### src/logic/rx_consts.vh
`ifndef RX_CONSTS_VH
`define RX_CONSTS_VH

// ----------------------------------------------------------------
// Register byte offsets on the Wishbone port.
// ----------------------------------------------------------------
`define OFS_MODE 8'h00
`define OFS_MAN 8'h04
`define OFS_CTRL 8'h08
`define OFS_STATUS 8'h0C
`define OFS_RHR 8'h10
`define OFS_BAUD 8'h14

// ----------------------------------------------------------------
// Field positions of mode_register_word.
// ----------------------------------------------------------------
`define MD_SYNC 0
`define MD_OVER 1
`define MD_CLEN_LO 2
`define MD_CLEN_HI 3
`define MD_NINE 4
`define MD_MSB_FIRST 5
`define MD_PAR_LO 6
`define MD_PAR_HI 8
`define MD_STOPS_LO 9
`define MD_STOPS_HI 10
`define MD_MAN 11
`define MD_ONE_CELL 12
`define MD_WIDTH 13

// ----------------------------------------------------------------
// Field positions of manchester_config_register.
// ----------------------------------------------------------------
`define MC_PL_LO 0
`define MC_PL_HI 3
`define MC_PP_LO 4
`define MC_PP_HI 5
`define MC_POL 6
`define MC_WIDTH 7

// ----------------------------------------------------------------
// Command bits of control_register_word.
// ----------------------------------------------------------------
`define CR_ENABLE 0
`define CR_RXDIS 1
`define CR_CLEAR 2

// ----------------------------------------------------------------
// Status bits of channel_status_register and holding register.
// ----------------------------------------------------------------
`define SR_RDY 0
`define SR_OVR 1
`define SR_PERR 2
`define SR_FRAME 3
`define SR_CODE 4
`define SR_EN 5
`define RHR_SYNC 15

// ----------------------------------------------------------------
// Encodings and reset values.
// ----------------------------------------------------------------
`define PAR_EVEN 3'h0
`define PAR_ODD 3'h1
`define PAR_SPACE 3'h2
`define PAR_MARK 3'h3
`define PP_ALL_ONE 2'h0
`define PP_ALL_ZERO 2'h1
`define PP_ONE_ZERO 2'h2
`define PP_ZERO_ONE 2'h3
`define RST_MODE 13'h00C0
`define RST_MAN 7'h00
`define RST_BAUD 16'h0043
`define OS16_LEN 5'h10
`define OS8_LEN 5'h08
`define SYNC_LEN 5'h01

`endif

### src/logic/in_sync3.v
`timescale 1ns/1ps

// ----------------------------------------------------------------
// Three-stage input synchroniser with agreement filter.
// ----------------------------------------------------------------
module in_sync3 (
	input wire clk,
	input wire rst_n,
	input wire din,
	output reg filt_q
);

	reg s1_q; // First stage, read only by the second stage.
	reg s2_q; // Second stage.
	reg s3_q; // Third stage.

	// The output follows only once stages two and three agree, which
	// drops single-cycle glitches at the cost of one extra cycle.
	always @(posedge clk or negedge rst_n) begin
		if (!rst_n) begin
			s1_q <= 1'b1;
			s2_q <= 1'b1;
			s3_q <= 1'b1;
			filt_q <= 1'b1;
		end else begin
			s1_q <= din;
			s2_q <= s1_q;
			s3_q <= s2_q;
			if (s2_q == s3_q) begin
				filt_q <= s3_q;
			end
		end
	end

endmodule

### src/logic/serial_rx.v
// The Wishbone interface to the registers and the register offsets were chosen for this implementation.
`timescale 1ns/1ps
`include "rx_consts.vh"

module serial_rx (
	input wire MCLK,
	input wire RESETN,
	input wire WB_CYC_I,
	input wire WB_STB_I,
	input wire WB_WE_I,
	input wire [7:0] WB_ADR_I,
	input wire [3:0] WB_SEL_I,
	input wire [31:0] WB_DAT_I,
	output reg [31:0] WB_DAT_O,
	output reg WB_ACK_O,
	input wire RXD,
	input wire SCK
);

	// ----------------------------------------------------------------
	// Receiver states.
	// ----------------------------------------------------------------
	localparam [3:0] ST_IDLE = 4'h0;
	localparam [3:0] ST_DATA = 4'h1;
	localparam [3:0] ST_PAR = 4'h2;
	localparam [3:0] ST_STOP = 4'h3;
	localparam [3:0] ST_MHUNT = 4'h4;
	localparam [3:0] ST_MPRE = 4'h5;
	localparam [3:0] ST_MSFD = 4'h6;
	localparam [3:0] ST_MDATA = 4'h7;
	localparam [3:0] ST_MPAR = 4'h8;

	// ----------------------------------------------------------------
	// Registers and wires.
	// ----------------------------------------------------------------
	reg [`MD_WIDTH-1:0] mode_q; // Character format and mode bits.
	reg [`MC_WIDTH-1:0] man_q; // Manchester receive configuration.
	reg [15:0] baud_q; // Sampling clock divider minus one.
	reg [15:0] div_q; // Divider counter.
	reg en_q; // Receiver enabled.
	reg rdy_q; // Holding register full.
	reg ovr_q; // Overrun seen.
	reg parity_error_flag_q; // Parity error seen.
	reg frame_q; // Framing error seen.
	reg manchester_error_flag_q; // Manchester code violation seen.
	reg [8:0] rhr_q; // Received character.
	reg rsync_q; // Sync kind of the held character.
	reg [3:0] st_q; // Receiver state.
	reg [4:0] cnt_q; // Sample counter within a bit or half bit.
	reg [4:0] low_q; // Consecutive low samples while hunting.
	reg [3:0] idx_q; // Bit index within the current phase.
	reg [8:0] data_q; // Character being assembled.
	reg pacc_q; // Running parity of data bits.
	reg perr_q; // Parity error of the current character.
	reg ferr_q; // Framing error of the current character.
	reg csync_q; // Sync kind of the current character.
	reg fin_q; // One-cycle pulse: current character is complete.
	reg half_q; // Next Manchester sample is the second half.
	reg h1_q; // First-half sample of the current cell.
	reg armed_q; // Line seen high since hunting began.
	reg [5:0] sfd_q; // Half samples of a sync delimiter.
	reg [2:0] hcnt_q; // Half samples collected for the sync.
	reg sck_q; // Previous filtered baud clock level.
	reg ack_q; // Wishbone acknowledge.
	wire rxd_f; // Filtered receive line.
	wire sck_f; // Filtered synchronous baud clock.
	wire sync_md; // Synchronous mode.
	wire man_md; // Manchester mode, asynchronous only.
	wire [2:0] pmode; // Parity mode.
	wire par_on; // Parity bit expected.
	wire [3:0] nbits; // Data bits per character.
	wire [3:0] pos; // Storage position of the next data bit.
	wire [4:0] bit_len; // Samples per bit.
	wire [4:0] half_len; // Samples per half bit.
	wire [4:0] qtr_len; // Samples per quarter bit.
	wire [4:0] thr; // Low samples that declare a start.
	wire [3:0] plen; // Preamble length in cells.
	wire line; // Receive line after polarity.
	wire tick; // Sampling event.
	wire par_bad; // Sampled parity bit disagrees.
	wire pbit; // Received bit value; a Manchester zero is low-high.
	wire pre_exp; // Expected preamble cell value.
	wire wr_ev; // Write takes effect this edge.
	wire rd_ev; // Read completes this edge.
	wire rhr_rd; // Holding register is read this edge.
	wire stat_clr; // Status reset command written.

	in_sync3 u_rxd (
		.clk(MCLK),
		.rst_n(RESETN),
		.din(RXD),
		.filt_q(rxd_f)
	);

	in_sync3 u_sck (
		.clk(MCLK),
		.rst_n(RESETN),
		.din(SCK),
		.filt_q(sck_f)
	);

	// ----------------------------------------------------------------
	// Decoded configuration.
	// ----------------------------------------------------------------
	assign sync_md = mode_q[`MD_SYNC];
	assign man_md = mode_q[`MD_MAN] & ~sync_md;
	assign pmode = mode_q[`MD_PAR_HI:`MD_PAR_LO];
	assign par_on = (pmode <= `PAR_MARK);
	assign nbits = mode_q[`MD_NINE] ? 4'h9 :
		({2'b00, mode_q[`MD_CLEN_HI:`MD_CLEN_LO]} + 4'h5);
	assign pos = mode_q[`MD_MSB_FIRST] ? (nbits - 4'h1 - idx_q) : idx_q;
	assign bit_len = sync_md ? `SYNC_LEN :
		(mode_q[`MD_OVER] ? `OS8_LEN : `OS16_LEN);
	assign half_len = {1'b0, bit_len[4:1]};
	assign qtr_len = {2'b00, bit_len[4:2]};
	assign thr = sync_md ? `SYNC_LEN : half_len;
	assign plen = man_q[`MC_PL_HI:`MC_PL_LO];
	assign line = rxd_f ^ (man_md & man_q[`MC_POL]);
	assign tick = sync_md ? (sck_f & ~sck_q) : (div_q == baud_q);

	// A Manchester cell carries its value in the first half, so the
	// value is the inverse of the second-half sample taken at 3/4.
	assign pbit = line ^ man_md;
	assign par_bad = (pmode == `PAR_EVEN) ? (pbit != pacc_q) :
		(pmode == `PAR_ODD) ? (pbit == pacc_q) :
		(pmode == `PAR_SPACE) ? pbit : ~pbit;

	assign pre_exp = (man_q[`MC_PP_HI:`MC_PP_LO] == `PP_ALL_ONE) ? 1'b1 :
		(man_q[`MC_PP_HI:`MC_PP_LO] == `PP_ALL_ZERO) ? 1'b0 :
		(man_q[`MC_PP_HI:`MC_PP_LO] == `PP_ONE_ZERO) ? ~idx_q[0] :
		idx_q[0];

	// ----------------------------------------------------------------
	// Wishbone decode.
	// ----------------------------------------------------------------
	assign wr_ev = WB_CYC_I & WB_STB_I & WB_WE_I & ack_q;
	assign rd_ev = WB_CYC_I & WB_STB_I & ~WB_WE_I & ack_q;
	assign rhr_rd = rd_ev & (WB_ADR_I == `OFS_RHR);
	assign stat_clr = wr_ev & (WB_ADR_I == `OFS_CTRL) & WB_SEL_I[0] &
		WB_DAT_I[`CR_CLEAR];

	// The acknowledge comes one cycle after the request and drops at
	// once; a held request is acknowledged again every second cycle.
	always @(posedge MCLK or negedge RESETN) begin
		if (!RESETN) begin
			ack_q <= 1'b0;
			WB_ACK_O <= 1'b0;
		end else begin
			ack_q <= WB_CYC_I & WB_STB_I & ~ack_q;
			WB_ACK_O <= WB_CYC_I & WB_STB_I & ~ack_q;
		end
	end

	// Read data is captured with the acknowledge; unmapped reads give 0.
	always @(posedge MCLK or negedge RESETN) begin
		if (!RESETN) begin
			WB_DAT_O <= 32'h00000000;
		end else if (WB_CYC_I & WB_STB_I & ~ack_q) begin
			case (WB_ADR_I)
				`OFS_MODE: WB_DAT_O <= {19'h00000, mode_q};
				`OFS_MAN: WB_DAT_O <= {25'h0000000, man_q};
				`OFS_STATUS: WB_DAT_O <= {26'h0000000, en_q, manchester_error_flag_q,
					frame_q, parity_error_flag_q, ovr_q, rdy_q};
				`OFS_RHR: WB_DAT_O <= {16'h0000, rsync_q, 6'h00, rhr_q};
				`OFS_BAUD: WB_DAT_O <= {16'h0000, baud_q};
				default: WB_DAT_O <= 32'h00000000;
			endcase
		end
	end

	// Configuration registers honour byte selects; they may be written
	// while the receiver is disabled.
	always @(posedge MCLK or negedge RESETN) begin
		if (!RESETN) begin
			mode_q <= `RST_MODE;
			man_q <= `RST_MAN;
			baud_q <= `RST_BAUD;
		end else if (wr_ev) begin
			if (WB_ADR_I == `OFS_MODE) begin
				if (WB_SEL_I[0]) begin
					mode_q[7:0] <= WB_DAT_I[7:0];
				end
				if (WB_SEL_I[1]) begin
					mode_q[12:8] <= WB_DAT_I[12:8];
				end
			end
			if ((WB_ADR_I == `OFS_MAN) && WB_SEL_I[0]) begin
				man_q <= WB_DAT_I[6:0];
			end
			if (WB_ADR_I == `OFS_BAUD) begin
				if (WB_SEL_I[0]) begin
					baud_q[7:0] <= WB_DAT_I[7:0];
				end
				if (WB_SEL_I[1]) begin
					baud_q[15:8] <= WB_DAT_I[15:8];
				end
			end
		end
	end

	// Sampling clock divider; also keeps the previous baud clock level.
	always @(posedge MCLK or negedge RESETN) begin
		if (!RESETN) begin
			div_q <= 16'h0000;
			sck_q <= 1'b1;
		end else begin
			sck_q <= sck_f;
			if (div_q >= baud_q) begin
				div_q <= 16'h0000;
			end else begin
				div_q <= div_q + 16'h0001;
			end
		end
	end

	// ----------------------------------------------------------------
	// Receiver state machine and status flags.
	// ----------------------------------------------------------------
	// Flag clears are written first so that a set in the same cycle,
	// written later, wins.
	always @(posedge MCLK or negedge RESETN) begin
		if (!RESETN) begin
			en_q <= 1'b0;
			rdy_q <= 1'b0;
			ovr_q <= 1'b0;
			parity_error_flag_q <= 1'b0;
			frame_q <= 1'b0;
			manchester_error_flag_q <= 1'b0;
			rhr_q <= 9'h000;
			rsync_q <= 1'b0;
			st_q <= ST_IDLE;
			cnt_q <= 5'h00;
			low_q <= 5'h00;
			idx_q <= 4'h0;
			data_q <= 9'h000;
			pacc_q <= 1'b0;
			perr_q <= 1'b0;
			ferr_q <= 1'b0;
			csync_q <= 1'b0;
			fin_q <= 1'b0;
			half_q <= 1'b0;
			h1_q <= 1'b0;
			armed_q <= 1'b0;
			sfd_q <= 6'h00;
			hcnt_q <= 3'h0;
		end else begin
			fin_q <= 1'b0;
			if (wr_ev && (WB_ADR_I == `OFS_CTRL) && WB_SEL_I[0]) begin
				if (WB_DAT_I[`CR_RXDIS]) begin
					en_q <= 1'b0;
				end else if (WB_DAT_I[`CR_ENABLE]) begin
					en_q <= 1'b1;
				end
			end
			if (stat_clr) begin
				ovr_q <= 1'b0;
				parity_error_flag_q <= 1'b0;
				frame_q <= 1'b0;
				manchester_error_flag_q <= 1'b0;
			end
			if (rhr_rd) begin
				rdy_q <= 1'b0;
			end
			if (fin_q) begin
				rhr_q <= data_q;
				rsync_q <= csync_q;
				rdy_q <= 1'b1;
				if (rdy_q && !rhr_rd) begin
					ovr_q <= 1'b1;
				end
				if (perr_q) begin
					parity_error_flag_q <= 1'b1;
				end
				if (ferr_q) begin
					frame_q <= 1'b1;
				end
			end
			if (tick) begin
				case (st_q)
					ST_IDLE: begin
						if (en_q && man_md) begin
							st_q <= ST_MHUNT;
							armed_q <= 1'b0;
							low_q <= 5'h00;
						end else if (en_q && !line) begin
							if (low_q + 5'h01 >= thr) begin
								st_q <= ST_DATA;
								cnt_q <= 5'h00;
								idx_q <= 4'h0;
								data_q <= 9'h000;
								pacc_q <= 1'b0;
								perr_q <= 1'b0;
								csync_q <= 1'b0;
							end else begin
								low_q <= low_q + 5'h01;
							end
						end else begin
							low_q <= 5'h00;
						end
					end
					ST_DATA, ST_PAR, ST_STOP: begin
						if (cnt_q + 5'h01 >= bit_len) begin
							cnt_q <= 5'h00;
							if (st_q == ST_DATA) begin
								data_q[pos] <= line;
								pacc_q <= pacc_q ^ line;
								idx_q <= idx_q + 4'h1;
								if (idx_q == nbits - 4'h1) begin
									st_q <= par_on ? ST_PAR : ST_STOP;
								end
							end else if (st_q == ST_PAR) begin
								perr_q <= par_bad;
								st_q <= ST_STOP;
							end else begin
								ferr_q <= ~line;
								fin_q <= 1'b1;
								st_q <= ST_IDLE;
								low_q <= 5'h00;
							end
						end else begin
							cnt_q <= cnt_q + 5'h01;
						end
					end
					ST_MHUNT: begin
						if (!en_q || !man_md) begin
							st_q <= ST_IDLE;
						end else if (line) begin
							armed_q <= 1'b1;
							low_q <= 5'h00;
						end else if (armed_q) begin
							if (low_q + 5'h01 >= qtr_len) begin
								st_q <= (plen == 4'h0) ? ST_MSFD : ST_MPRE;
								h1_q <= 1'b0;
								half_q <= 1'b1;
								cnt_q <= 5'h00;
								idx_q <= 4'h0;
								sfd_q <= 6'h00;
								hcnt_q <= 3'h1;
								data_q <= 9'h000;
								pacc_q <= 1'b0;
								perr_q <= 1'b0;
								ferr_q <= 1'b0;
							end else begin
								low_q <= low_q + 5'h01;
							end
						end
					end
					ST_MPRE, ST_MSFD, ST_MDATA, ST_MPAR: begin
						if (cnt_q + 5'h01 >= half_len) begin
							cnt_q <= 5'h00;
							half_q <= ~half_q;
							sfd_q <= {sfd_q[4:0], line};
							hcnt_q <= hcnt_q + 3'h1;
							if (!half_q) begin
								h1_q <= line;
							end
						end else begin
							cnt_q <= cnt_q + 5'h01;
						end
						if ((cnt_q + 5'h01 >= half_len) && half_q) begin
							case (st_q)
								ST_MPRE: begin
									if ((h1_q == line) || (line == pre_exp)) begin
										st_q <= ST_MHUNT;
										armed_q <= 1'b0;
										low_q <= 5'h00;
									end else if (idx_q == plen - 4'h1) begin
										st_q <= ST_MSFD;
										idx_q <= 4'h0;
										sfd_q <= 6'h00;
										hcnt_q <= 3'h0;
									end else begin
										idx_q <= idx_q + 4'h1;
									end
								end
								ST_MSFD: begin
									if (mode_q[`MD_ONE_CELL]) begin
										if (!h1_q && line) begin
											st_q <= ST_MDATA;
											csync_q <= 1'b0;
										end else begin
											st_q <= ST_MHUNT;
											armed_q <= 1'b0;
											low_q <= 5'h00;
										end
									end
								end
								ST_MDATA: begin
									if (h1_q == line) begin
										manchester_error_flag_q <= 1'b1;
									end
									data_q[pos] <= pbit;
									pacc_q <= pacc_q ^ pbit;
									idx_q <= idx_q + 4'h1;
									if (idx_q == nbits - 4'h1) begin
										if (par_on) begin
											st_q <= ST_MPAR;
										end else begin
											fin_q <= 1'b1;
											st_q <= ST_MHUNT;
											armed_q <= 1'b0;
											low_q <= 5'h00;
										end
									end
								end
								default: begin
									if (h1_q == line) begin
										manchester_error_flag_q <= 1'b1;
									end
									perr_q <= par_bad;
									fin_q <= 1'b1;
									st_q <= ST_MHUNT;
									armed_q <= 1'b0;
									low_q <= 5'h00;
								end
							endcase
						end
						if ((st_q == ST_MSFD) && !mode_q[`MD_ONE_CELL] &&
							(cnt_q + 5'h01 >= half_len) &&
							(hcnt_q == 3'h5)) begin
							if ({sfd_q[4:0], line} == 6'h38) begin
								st_q <= ST_MDATA;
								csync_q <= 1'b1;
							end else if ({sfd_q[4:0], line} == 6'h07) begin
								st_q <= ST_MDATA;
								csync_q <= 1'b0;
							end else begin
								st_q <= ST_MHUNT;
								armed_q <= 1'b0;
								low_q <= 5'h00;
							end
						end
					end
					default: begin
						st_q <= ST_IDLE;
					end
				endcase
			end
		end
	end

endmodule

### config.mk
export PLATFORM = sky130hd
export DESIGN_NAME = serial_rx
export DESIGN_NICKNAME = d
export VERILOG_FILES = /design/src/logic/in_sync3.v /design/src/logic/serial_rx.v
export VERILOG_INCLUDE_DIRS = /design/src /design/src/logic
export SDC_FILE = /design/constraint.sdc
export NUM_CORES = 1
export LEC_CHECK = 0
export ABC_CLOCK_PERIOD_IN_PS = 3200
export BUFFER_PORTS_ARGS = -buffer_cell sky130_fd_sc_hd__buf_4
export CAP_MARGIN = 20
export CORE_MARGIN = 4
export CORE_UTILIZATION = 54
export DETAILED_ROUTE_END_ITERATION = 7
export GPL_TIMING_DRIVEN = 0
export PLACE_DENSITY = 0.76
export SLEW_MARGIN = 40
export SYNTH_ARGS = -nofsm -noshare
export SYNTH_HDL_FRONTEND = slang
export SYNTH_HIERARCHICAL = 1
export SYNTH_SLANG_ARGS = --single-unit
### constraint.sdc
create_clock -name MCLK -period 3.2 [get_ports MCLK]
set_input_delay 0.64 -clock MCLK [delete_from_list [all_inputs] [get_ports MCLK]]
set_output_delay 0.64 -clock MCLK [all_outputs]
set_load 0.005 [all_outputs]
==> reports/results.txt <==
EDFF count, synth = 0
GRT busiest layer = met2
Yosys reg bits = 137
synth cell count leaders = dfrtp_1, nand2_1, nor2_1, o21ai_0, mux2_2
synth unique cells = 76
Slew @ Worst Pin = 0.876 ns
Die ar. = 17300 um2
Layout area overhead = 18.8%
synthesized instance count = 857
crit-path max cell delay = 0.58 ns
# diodes = 0
layout cell share with drive strength beyond 1 = 0.234
Chip Height = 131 um
clock sink count = 137
drt first pass iters = 6
worst hold path type = input port to async pin
CTS tree = done
cts hold-fix bufs = 0
detailed-route DRC error count = 0
critical path startpoint = mode_q[0]
Post-DP HPWL = 15.6 mm
CTS Buffer Depth = 2
initial antenna violation count = 0
register area = 3450 um2
register area share after synthesis = 0.419
top post-synthesis cells by area = dfrtp_1, mux2_2, ha_1
achievable clock frequency = 317 MHz
setup total negative slack = 0 ns
CP required = 3.55 ns
Worst VDD drop = 0.000420 V
TritonCTS buffer count = 17
DRT iter0 DRCs = 673
crit path kind = flip-flop to flip-flop
Final Skew = 0.0101 ns
critical-path cell list = buf_6, nand3b_4, xnor2_2, inv_2, ha_4, or4b_4, mux2i_4, o21ai_1, or4b_4, or2_4, buf_4, o21ai_1
Tmin final = 3.15 ns
max-cap violations = 0
syn_area_per_cell = 9.60 um2
Worst Path Max Fanout = 6
met1 Use GR = 0.343
final setup violation count = 0
# nets final = 1046
all-layer global routing usage = 0.246
Final period util = 0.986
Final Hold Fails = 0
Pwr per Cell Area = 649 nW/um2
reg2reg end = idx_q[0]
Startpoint Class = flip-flop
vias = 6760
largest net degree at the start of global routing = 71
final wirelength = 21.3 mm
count leader, synth = dfrtp_1
Arr. time, crit path = 3.50 ns
Worst setup endpoint = idx_q[0]
grt ovf = 0
starting density of the core = 0.559
clock-pin slew on the worst setup and hold paths = 0.07 ns
CP Capture Type = flip-flop
Ys Warns = 6
Top-Level Pins = 84
Antenna Nets Post-Route = 0
placed cell areas = 8910 um2
Worst-Skew Late Latency = 0.42 ns
vias per std cell = 5.88
routed len/inst = 18.5 um
fin area = 9770 um2
Chip Width = 131 um
status = finished, final reports clean
Port Buffer Count = 48
Mapped Area = 8220 um2
Yosys top cell by area = dfrtp_1
reg-to-reg startpoint = mode_q[0]
global-route wire length before repair = 34.5 mm
critical path depth in cells = 12
crit-path leading delay family = simple AND/OR/NAND/NOR gates
Pleak = 0.00461 uW
CP max stage cell = or4b_4
RSZ-0062 raised after global routing = true
share of the synthesized area in the top cell type = 0.374
CP bufs+invs = 3
GRT met2 Usage = 0.390
R2R Setup Slk = 0.05 ns
area of the multi-input gates = 4520 um2
path depth of the worst reg2reg path = 12
GR Util met3 = 0.0512
asr flop ratio synth = 1.00
Worst slew margin = 0.412
Final Wtd Congestion = 0.956
Slew Limit Fails = 0
Synth Flop Type = dfrtp_1
core area = 14700 um2
# H-tree levels = 4
Fillers = 1165
root buffer cell = clkbuf_16
Site Rows = 44
smallest hold slack = 0.164 ns
vias in the first global route = 6553
repair_timing:
action | in CTS | in global routing
setup endpoints to repair | 17 | 29
pin swaps | 0 | 7
buffers inserted | 2 | 12
resized for setup | 8 | 18
metrics by stage:
stage,cells,utilization,setup slack [ns],total power (uW)
2_1_floorplan,872,-,0.0444,3390
3_3_place_gp,1104,0.604,-0.260,3950
3_5_place_dp,1105,0.606,-0.283,3980
4_1_cts,1139,0.654,-0.0613,6210
5_1_grt,1150,0.665,-0.0172,6660
6_report,1150,0.665,0.0459,6340
report_power, final:
part | leakage [uW] | total, uW | switching [uW] | internal, uW
Combinational | 0.00247 | 2170 | 1370 | 800
Clock | 0.000324 | 2200 | 853 | 1340
Sequential | 0.00182 | 1980 | 113 | 1860
Total | 0.00461 | 6340 | 2330 | 4010
cells in the final DEF (no fill, tap or decap), types with 21 or more instances in the layout:
cell type    n
dfrtp_1    121
nand2_1     79
buf_4       78
nor2_1      63
o21ai_0     62
mux2_2      50
a21oi_1     46
inv_1       39
ha_1        39
nand3_1     27
clkbuf_1    21
layer usage:
layer / share of wire / wire length (um) / vias to the layer above
met1: 0.46 / 9690 / 3257
met4: 0.018 / 393 / 0
li1: - / - / 3241
met2: 0.46 / 9850 / 226
met3: 0.063 / 1350 / 36
met5: 0 / 0 / -
cell type report:
| type | count | share of cell area |
|---|---|---|
| Clock buffer | 17 | 0.0435 |
| Multi-Input combinational cell | 645 | 0.462 |
| Tap cell | 184 | 0.0236 |
| Clock inverter | 15 | 0.0236 |
| Sequential cell | 137 | 0.353 |
| Timing Repair Buffer | 63 | 0.0512 |
| Buffer | 48 | 0.0273 |
| Inverter | 41 | 0.0158 |
cells by family after synthesis:
group	share of synthesized area
and+or+nand+nor	0.174
AOI/OAI and AO/OA	0.159
xor gates and xnor gates	0.0350
buffers and inverters	0.0514
adders and majority gates	0.0675
muxes	0.0943
other	0.000456
DFF	0.419
sequential cells by signal, indices dropped and copies added (netlist names), 3 cells and up:
register	cells
WB_DAT_O	16
baud_q	16
div_q	16
mode_q	13
data_q	9
rhr_q	9
man_q	7
cnt_q	5
low_q	5
sfd_q	5
idx_q	4
st_q	4
hcnt_q	3
how the worst min path moves through the flow:
stage	end	slack (ns)	cells after the start
final	st_q[3]	0.16	1
after global routing	low_q[4]	0.20	1
after CTS	st_q[1]	0.19	1
after detailed placement	u_rxd/s2_q	0.35	0
after global placement	u_rxd/s2_q	0.35	0
after floorplan	WB_DAT_O[0]	0.34	0
Power figures use the tool's default switching activity.
